**config.mk**
```make
export PLATFORM = sky130hd
export DESIGN_NAME = dtm_term_device_flat
export DESIGN_NICKNAME = d
export VERILOG_FILES = /design/src/include/dtm_pkg.sv /design/src/include/dtm_link_if.sv /design/src/verilog/dtm_term_device.sv /design/src/flat_wrapper.sv
export SDC_FILE = /design/constraint.sdc
export NUM_CORES = 1
export LEC_CHECK = 0
export ABC_AREA = 1
export BUFFER_PORTS_ARGS = -buffer_cell sky130_fd_sc_hd__buf_2
export CORE_MARGIN = 3
export CORE_UTILIZATION = 45
export CTS_CLUSTER_SIZE = 12
export DETAILED_ROUTE_END_ITERATION = 8
export GPL_TIMING_DRIVEN = 0
export PLACE_DENSITY = 0.72
export SYNTH_ARGS = -nofsm -noshare
export SYNTH_HDL_FRONTEND = slang
export SYNTH_SLANG_ARGS = --single-unit
```
**constraint.sdc**
```tcl
create_clock -name clk -period 2.75 [get_ports clk]
set_input_delay 0.55 -clock clk [delete_from_list [all_inputs] [get_ports clk]]
set_output_delay 0.55 -clock clk [all_outputs]
set_load 0.05 [all_outputs]
```
**src/include/dtm_pkg.sv**
```systemverilog
// shared constants and types for the termination control link
package dtm_pkg;
   // clock period of the system clock in ns
   localparam real CLK_NS = 50.0;
   // asynchronous termination delays in ns
   localparam real ASYNC_ON_MIN_NS = 2.0;
   localparam real ASYNC_ON_MAX_NS = 8.5;
   localparam real ASYNC_OFF_MIN_NS = 2.0;
   localparam real ASYNC_OFF_MAX_NS = 8.5;
   // least time rounds up, longest rounds down, never under one cycle
   localparam int ASYNC_MIN_RAW = int'($ceil(ASYNC_ON_MIN_NS / CLK_NS));
   localparam int ASYNC_MAX_RAW = int'($floor(ASYNC_ON_MAX_NS / CLK_NS));
   localparam int ASYNC_MIN_CYC = (ASYNC_MIN_RAW < 1) ? 1 : ASYNC_MIN_RAW;
   localparam int ASYNC_MAX_CYC = (ASYNC_MAX_RAW < 1) ? 1 : ASYNC_MAX_RAW;
   // default write latency parts in clock cycles
   localparam int DEF_CWL = 5;
   localparam int DEF_AL = 0;
   // minimum termination-input high times in cycles
   localparam int MIN_HIGH_SHORT = 4;
   localparam int MIN_HIGH_LONG = 6;
   // extra cycles before write termination returns to nominal
   localparam int WR_BACK_CHOP = 4;
   localparam int WR_BACK_BURST = 6;
   // minimum clock-enable-low hold in cycles
   localparam int DEF_CKE_LOW_CYC = 3;
   // refresh cycle time and dll-locked exit time in ns
   localparam real REFRESH_NS = 110.0;
   localparam real DLL_EXIT_NS = 24.0;
   localparam int REFRESH_CYC = int'($ceil(REFRESH_NS / CLK_NS));
   localparam int DLL_EXIT_CYC = int'($ceil(DLL_EXIT_NS / CLK_NS));
   // mode register field positions
   localparam int ADDR_W = 16;
   localparam int MR0_DLL_PD_BIT = 12;
   localparam int MR2_WRTERM_LSB = 9;
   localparam int MR2_WRTERM_MSB = 10;
   // controller register offsets
   localparam logic [3:0] REG_CTRL = 4'h0;
   localparam logic [3:0] REG_CMD = 4'h1;
   localparam logic [3:0] REG_DATA = 4'h2;
   localparam logic [3:0] REG_STATUS = 4'h3;
   // control register fields
   localparam int CTRL_ODT_BIT = 0;
   localparam int CTRL_DLLOFF_BIT = 1;
   localparam int CTRL_PD_BIT = 2;
   // status register fields
   localparam int STAT_REFUSED_BIT = 3;
   localparam logic [2:0] CTRL_RESET = 3'h0;
   // commands on the link
   typedef enum logic [2:0] {
      CMD_NOP, CMD_WR8, CMD_WR4, CMD_RD, CMD_REF, CMD_MRS0, CMD_MRS2
   } dtm_cmd_t;
endpackage

```
**src/include/dtm_link_if.sv**
```systemverilog
// link between the memory controller and the dram termination logic
`timescale 1ns/10ps
interface dtm_link_if;
   import dtm_pkg::*;
   logic odt; // termination request input
   logic cke; // clock enable, low in power-down
   dtm_cmd_t cmd; // command of this cycle
   logic [ADDR_W-1:0] cmdAddr; // mode register op code
   logic termOn; // termination resistance on
   logic termWrite; // write strength selected
   modport dev(input odt, cke, cmd, cmdAddr, output termOn, termWrite);
   modport ctl(output odt, cke, cmd, cmdAddr, input termOn, termWrite);
endinterface

```
**src/verilog/dtm_term_device.sv**
```systemverilog
// dram end: on-die termination timing, sync, async and transitions
// Operation
// RL1: dll frozen power-down selects asynchronous timing
// RL2: async path ignores additive latency
// RL3: async turn-on between 2 and 8.5 ns
// RL4: async turn-off between 2 and 8.5 ns
// RL5: termination input stays live in power-down
// RL6: no read or write during power-down
// RL7: entry period spans write latency minus one
// RL8: refresh in progress can stretch entry period
// RL9: turn-on in transition may be either timing
// RL10: turn-off in transition may be either timing
// RL11: exit period ends dll exit time later
// RL12: termination input held high four cycles
// RL13: burst write holds input high six cycles
// RL14: chop write holds input high four cycles
// RL15: sync on and off at latency minus two
// RL16: dynamic switch to write strength and back
// RL17: controller disables dynamic termination with dll off
// RL18: async inside power-down, sync outside
//
// The placing of the registers and the strobed register port were chosen for this implementation.
`timescale 1ns/10ps
module dtm_term_device
   import dtm_pkg::*;
#(
   parameter int CAS_WRITE_LATENCY = DEF_CWL,
   parameter int ADDITIVE_LATENCY = DEF_AL,
   parameter int CKE_LOW_MIN = DEF_CKE_LOW_CYC,
   parameter int REFRESH_TIME = REFRESH_CYC,
   parameter int DLL_EXIT_TIME = DLL_EXIT_CYC
) (
   // clock and reset
   input wire logic clk,
   input wire logic rst_n,
   // link to the controller
   dtm_link_if.dev link,
   // observation of internal state
   output logic asyncResp,
   output logic powerDown,
   output logic entryPeriod,
   output logic exitPeriod
);
   // write latency and the sync latency derived from it
   localparam int WRITE_LATENCY = CAS_WRITE_LATENCY + ADDITIVE_LATENCY;
   localparam int SYNC_LAT = WRITE_LATENCY - 2;
   // one flop per cycle of latency; the output flop is not counted as a stage
   localparam int PIPE_LEN = (SYNC_LAT > 1) ? SYNC_LAT : 1;
   localparam int CW = 8;
   localparam logic [CW-1:0] CNT_ONE = 8'h01;
   localparam logic [CW-1:0] SYNC_LAT_C = CW'(SYNC_LAT);
   localparam logic [CW-1:0] BACK_CHOP_C = CW'(SYNC_LAT + WR_BACK_CHOP);
   localparam logic [CW-1:0] BACK_BURST_C = CW'(SYNC_LAT + WR_BACK_BURST);
   localparam logic [CW-1:0] CKE_LOW_C = CW'(CKE_LOW_MIN);
   localparam logic [CW-1:0] REFRESH_C = CW'(REFRESH_TIME);
   localparam logic [CW-1:0] DLL_EXIT_C = CW'(DLL_EXIT_TIME);

   logic dllFrozen; // mode register zero selects frozen dll in power-down
   logic [1:0] wrTermField; // write termination field of mode register two
   logic ckePrev; // clock enable of the previous edge
   logic [PIPE_LEN-1:0] syncPipe; // delay line for synchronous response
   logic [CW-1:0] lowCnt; // cycles since clock enable fell
   logic [CW-1:0] refCnt; // refresh still in progress countdown
   logic [CW-1:0] exitCnt; // cycles since clock enable rose
   logic [CW-1:0] wrCnt; // cycles since the last write
   logic wrChop; // last write was a four-beat chop
   logic termActive; // termination state
   logic writeSel; // write strength selected

   // command decode, honoured only while the command receivers are live
   wire cmdLive = link.cke & ckePrev;
   wire isWr8 = cmdLive & (link.cmd == CMD_WR8);
   wire isWr4 = cmdLive & (link.cmd == CMD_WR4);
   wire isWrite = isWr8 | isWr4;
   wire isRef = cmdLive & (link.cmd == CMD_REF);
   wire isMrs0 = cmdLive & (link.cmd == CMD_MRS0);
   wire isMrs2 = cmdLive & (link.cmd == CMD_MRS2);
   wire ckeFall = ckePrev & ~link.cke;
   wire ckeRise = ~ckePrev & link.cke;
   wire dynEnable = wrTermField != 2'h0;

   // entry period ends once both the cke-low hold and any refresh are done
   wire entryDone = (lowCnt >= CKE_LOW_C) & (refCnt == '0); // RL7 RL8
   wire exitDone = exitCnt >= DLL_EXIT_C; // RL11
   // response selection: async in frozen-dll power-down and while leaving it
   wire next_async = dllFrozen & (~link.cke | exitPeriod & ~exitDone); // RL1 RL18
   // synchronous output of the delay line
   wire syncTerm = syncPipe[PIPE_LEN-1]; // RL15
   // write strength window after a write
   wire [CW-1:0] backCnt = wrChop ? BACK_CHOP_C : BACK_BURST_C;
   wire next_writeSel = dynEnable & ~next_async & (wrCnt >= SYNC_LAT_C)
                        & (wrCnt < backCnt); // RL16

   assign link.termOn = termActive;
   assign link.termWrite = writeSel;

   // mode register capture; dll frozen when the bit reads zero
   always_ff @(posedge clk or negedge rst_n) begin
      if (!rst_n) begin
         dllFrozen <= 1'b0;
         wrTermField <= 2'h0;
      end else begin
         if (isMrs0) begin
            dllFrozen <= ~link.cmdAddr[MR0_DLL_PD_BIT]; // RL1
         end
         if (isMrs2) begin
            wrTermField <= link.cmdAddr[MR2_WRTERM_MSB:MR2_WRTERM_LSB];
         end
      end
   end

   // clock enable history and power-down state
   always_ff @(posedge clk or negedge rst_n) begin
      if (!rst_n) begin
         ckePrev <= 1'b1;
         powerDown <= 1'b0;
      end else begin
         ckePrev <= link.cke;
         powerDown <= ~link.cke;
      end
   end

   // the termination receiver samples every cycle, power-down or not
   always_ff @(posedge clk or negedge rst_n) begin
      if (!rst_n) begin
         syncPipe <= '0;
      end else begin
         syncPipe <= (syncPipe << 1) | PIPE_LEN'(link.odt); // RL5
      end
   end

   // refresh in progress countdown
   always_ff @(posedge clk or negedge rst_n) begin
      if (!rst_n) begin
         refCnt <= '0;
      end else if (isRef) begin
         refCnt <= REFRESH_C - CNT_ONE; // RL8
      end else if (refCnt != '0) begin
         refCnt <= refCnt - CNT_ONE;
      end
   end

   // entry period: the early part before cke fell is covered by the
   // sync delay line still draining, so only the tail is tracked here
   always_ff @(posedge clk or negedge rst_n) begin
      if (!rst_n) begin
         lowCnt <= '0;
         entryPeriod <= 1'b0;
      end else if (ckeFall) begin
         lowCnt <= CNT_ONE;
         entryPeriod <= dllFrozen; // RL7
      end else begin
         if (lowCnt != '1) begin
            lowCnt <= lowCnt + CNT_ONE;
         end
         // both endpoints belong to the period, so clear one edge later
         if (entryDone | link.cke) begin
            entryPeriod <= 1'b0; // RL7 RL8
         end
      end
   end

   // exit period counted from the first edge with cke high
   always_ff @(posedge clk or negedge rst_n) begin
      if (!rst_n) begin
         exitCnt <= '0;
         exitPeriod <= 1'b0;
      end else if (ckeRise) begin
         exitCnt <= CNT_ONE;
         exitPeriod <= dllFrozen; // RL11
      end else if (exitPeriod) begin
         exitCnt <= exitCnt + CNT_ONE;
         if (exitDone | ~link.cke) begin
            exitPeriod <= 1'b0; // RL11
         end
      end
   end

   // write tracking for dynamic strength switching
   always_ff @(posedge clk or negedge rst_n) begin
      if (!rst_n) begin
         wrCnt <= BACK_BURST_C;
         wrChop <= 1'b0;
      end else if (isWrite) begin
         wrCnt <= CNT_ONE;
         wrChop <= isWr4; // RL16
      end else if (wrCnt < backCnt) begin
         wrCnt <= wrCnt + CNT_ONE;
      end
   end

   // termination output: async path is one cycle and bypasses additive
   // latency; within transition periods either answer is legal, so the
   // switch simply follows the response selection
   always_ff @(posedge clk or negedge rst_n) begin
      if (!rst_n) begin
         termActive <= 1'b0;
         writeSel <= 1'b0;
         asyncResp <= 1'b0;
      end else begin
         asyncResp <= next_async;
         if (next_async) begin
            termActive <= link.odt; // RL2 RL3 RL4 RL9 RL10
         end else begin
            termActive <= syncTerm; // RL15 RL9 RL10 RL18
         end
         writeSel <= next_writeSel; // RL16
      end
   end
endmodule
```
**src/flat_wrapper.sv**
```systemverilog
// flat-port wrapper written by rule: the top's interface ports become plain ports
module dtm_term_device_flat import dtm_pkg::*;
#(
   parameter int CAS_WRITE_LATENCY = DEF_CWL,
   parameter int ADDITIVE_LATENCY = DEF_AL,
   parameter int CKE_LOW_MIN = DEF_CKE_LOW_CYC,
   parameter int REFRESH_TIME = REFRESH_CYC,
   parameter int DLL_EXIT_TIME = DLL_EXIT_CYC
)
  (clk, rst_n, asyncResp, powerDown, entryPeriod, exitPeriod, link_odt, link_cke, link_cmd, link_cmdAddr, link_termOn, link_termWrite);
  dtm_link_if link_i ();
  input wire logic clk;
  input wire logic rst_n;
  output logic asyncResp;
  output logic powerDown;
  output logic entryPeriod;
  output logic exitPeriod;
  input wire logic [$bits(link_i.odt)-1:0] link_odt;
  input wire logic [$bits(link_i.cke)-1:0] link_cke;
  input wire logic [$bits(link_i.cmd)-1:0] link_cmd;
  input wire logic [$bits(link_i.cmdAddr)-1:0] link_cmdAddr;
  output wire logic [$bits(link_i.termOn)-1:0] link_termOn;
  output wire logic [$bits(link_i.termWrite)-1:0] link_termWrite;
  assign link_i.odt = link_odt;
  assign link_i.cke = link_cke;
  assign link_i.cmd = link_cmd;
  assign link_i.cmdAddr = link_cmdAddr;
  assign link_termOn = link_i.termOn;
  assign link_termWrite = link_i.termWrite;
  dtm_term_device #(.CAS_WRITE_LATENCY(CAS_WRITE_LATENCY), .ADDITIVE_LATENCY(ADDITIVE_LATENCY), .CKE_LOW_MIN(CKE_LOW_MIN), .REFRESH_TIME(REFRESH_TIME), .DLL_EXIT_TIME(DLL_EXIT_TIME)) u_core (.clk(clk), .rst_n(rst_n), .link(link_i), .asyncResp(asyncResp), .powerDown(powerDown), .entryPeriod(entryPeriod), .exitPeriod(exitPeriod));
endmodule
```
==> metrics.md <==
| Metric | Value |
|---|---|
| Count of final hold-check violations | `0` |
| Die ar. | `6160 sq um` |
| CTS tree | `done` |
| Area leader, netlist | `dfrtp_1` |
| Worst rel slew slack | `32.2%` |
| Antenna violations before repair | `0` |
| Simple-Gate Fraction of Synth Area | `31.5%` |
| Insertion delay to the later sink of the worst-skew pair | `0.30 ns` |
| Gate Count Post-Synth | `289` |
| Final instance area | `2630 sq um` |
| Final period util | `58.9%` |
| Top Ports | `29` |
| Core region area | `4910 sq um` |
| PostCTS Resize Cnt | `0` |
| Synth Area in XOR/XNOR | `1.11%` |
| Avg WL per Cell | `11.4 microns` |
| Port Buf Inserts | `15` |
| Sum of negative setup slack | `0 ns` |
| Post-Syn Area per Cell | `8.18 sq um` |
| Post-placement cell area | `2520 sq um` |
| Dominant cells by area after synthesis | `dfrtp_1 46%, nand2_1 11%, nand3_1 6.8%` |
| Final WL | `4.33 mm` |
| N_diodes | `0` |
| Drt pass-1 iters | `4` |
| Crit-path max FO | `7` |
| H-tree depth | `2` |
| Area grow syn2layout | `11.4%` |
| Reg clk slew, reported paths | `0.09 ns` |
| Number of buffers added for setup after CTS | `0` |
| Status | `finished clean` |
| Total via count in the routed design | `1906` |
| Yosys cell types | `27` |
| Max Slew Vio Count | `0` |
| Maxcap violations | `0` |
| Clock skew | `0.00694 ns` |
| Largest net degree at the start of global routing | `47` |
| Total GRT Usage | `16.3%` |
| Synth Register Bits | `46` |
| Vias per inst | `5.03` |
| Post-synth net total | `321` |
| Post-synth top area share | `45.5%` |
| Die Width | `78.5 microns` |
| Cell row count | `25` |
| Mux contribution to synthesized area | `0.952%` |
| Total grt overflow | `0` |
| Final net count | `343` |
| Post-DRT Antenna Nets | `0` |
| RD Place Congestion | `0.769` |
| Die H | `78.5 microns` |
| Critical Path RT | `3.00 ns` |
| Util after Layout | `53.6%` |
| Fmax | `617 MHz` |
| Period minus WS final | `1.62 ns` |
| DR iter-0 viols | `134` |
| Worst-margin pin slew | `1.02 ns` |
| Leakage | `1.37 nW` |
| Area of the multi-input gates | `1040 sq um` |
| Vias in the first global route | `1815` |
| Synthesized area | `2360 sq um` |
| RSZ-0062 raised after global routing | `no` |
| Compound-Gate Fraction of Synth Area | `5.71%` |
| Global-route wire length before repair | `7.89 mm` |
| HP Class | `reg2reg` |
| Main combinational cell family by area after synthesis | `simple AND/OR/NAND/NOR gates` |
| Filler Cell Count | `481` |
| Register area share after synthesis | `48.8%` |
| Ys Warns | `0` |
| Adder-cell share of the synthesized area | `4.76%` |
| Post-DP HPWL | `3.16 mm` |
| P per Cell Area | `838 nW/um^2` |
| Worst setup EP type | `register` |
| Seq. cell area | `1150 sq um` |
| Initial Util | `48.2%` |
| Share of cells above drive strength 1 | `15.4%` |
| Hold buffer count at CTS | `0` |
| VDD IR-drop max | `0.387 mV` |
| Cts bufs inserted | `5` |
| Crit path DAT | `1.87 ns` |
| Final setup fails | `0` |
| Sink Count | `46` |
| Clock root buffer | `clkbuf_8` |
| Clock Path Buffers | `2` |
| Worst Setup Path Type | `reg2reg` |
| Worst Setup Start Kind | `register` |
| Residual DRC count | `0` |
==> sequential cells by signal, summed over array words and instances, names as in the netlist, 2 cells and up <==
signal,cells
u_core.exitCnt,8
u_core.lowCnt,8
u_core.syncPipe,3
u_core.refCnt,8
u_core.wrCnt,8
u_core.wrTermField,2
==> synthesized netlist by cell type <==
cell type  instances
buf_4              1
inv_1             38
nand2_2            4
nand4_1            5
nor2_4             3
o21bai_1           1
nor3b_1            1
nand2_1           68
xor2_1             2
nor2_1            27
nor2_2             4
nand3_1           32
dfrtp_1           43
mux2_2             2
o21ai_0           11
nor3_2             1
a21o_1             1
nand3b_1           1
nor3_1             9
nand3_2            3
dfstp_2            3
xnor2_1            1
ha_1               9
a21oi_1           13
nor3b_2            1
clkinv_1           1
inv_2              4
==> stage by stage <==
step           total power, mW  instances  setup slack [ns]  hold WS (ns)
6_report                  2.21        379              1.13         0.351
5_1_grt                   2.41        379              1.01         0.362
4_1_cts                   2.23        379              1.15         0.357
3_5_place_dp              1.72        371              1.14         0.339
3_3_place_gp              1.68        371              1.17         0.333
2_1_floorplan             1.54        289              1.33         0.254
==> worst paths after layout <==
check	endpoint	depth (start not counted)	from	slack (ns)
worst min-delay path	u_core.syncPipe[2]	0	u_core.syncPipe[1]	0.35
worst max register to register	u_core.wrCnt[4]	6	u_core.wrCnt[3]	1.13
worst min register to register	u_core.syncPipe[2]	0	u_core.syncPipe[1]	0.35
min in group asynchronous	u_core.exitCnt[0]	1	rst_n	0.42
max in group asynchronous	u_core.refCnt[7]	1	rst_n	1.70
worst max-delay path	u_core.wrCnt[4]	6	u_core.wrCnt[3]	1.13
==> critical path: stages (launching register included) <==
cell and delay, ns:
dfstp_2 0.61, ha_1 0.26, a21oi_1 0.20, nand3_2 0.20
nand2_2 0.18, nand2_1 0.07, nand2_1 0.05
==> kinds of logic after synthesis <==
family          Yosys count
simple gates            159
flops                    46
buf+inv                  44
compound gates           26
fa+ha+maj                 9
xor+xnor                  3
mux                       2
==> area by class of cell <==
cell class | count | area share [%]
clock inverters | 2 | 1.43
well taps | 67 | 3.18
clock buffers | 6 | 2.76
multi-input cells | 199 | 39.5
plain buffers | 1 | 0.285
inverters | 43 | 6.13
repair buffers | 15 | 2.85
flip-flops and latches | 46 | 43.8
==> routing by layer <==
metal  vias up  global-route usage [%]  share of wire, %
met2        39                    26.7                48
met1       888                    20.4                47
met4         0                    7.34               1.5
li1        972                       -                 -
met5         -                       0                 0
met3         7                    4.13               3.9
==> report_power, final <==
| group | switching [mW] | leakage [nW] | internal (mW) |
|---|---|---|---|
| logic | 0.446 | 0.732 | 0.272 |
| registers | 0.143 | 0.584 | 0.840 |
| clock network | 0.233 | 0.0514 | 0.271 |
| total | 0.822 | 1.37 | 1.38 |
==> layout by cell type, fill, tap and decap left out, types with 2 or more instances in the layout <==
cell	count
nand3_2	3
nand3_1	32
nor2_4	3
xor2_1	2
clkbuf_8	5
nor2_1	27
o21ai_0	11
nand4_1	5
dfrtp_1	43
a21oi_1	13
nor3_1	9
nand2_2	4
buf_2	15
inv_1	38
ha_1	9
nand2_1	68
dfstp_2	3
nor2_2	4
mux2_2	2
inv_2	4
Note: power is estimated with default switching activity, not from simulation.
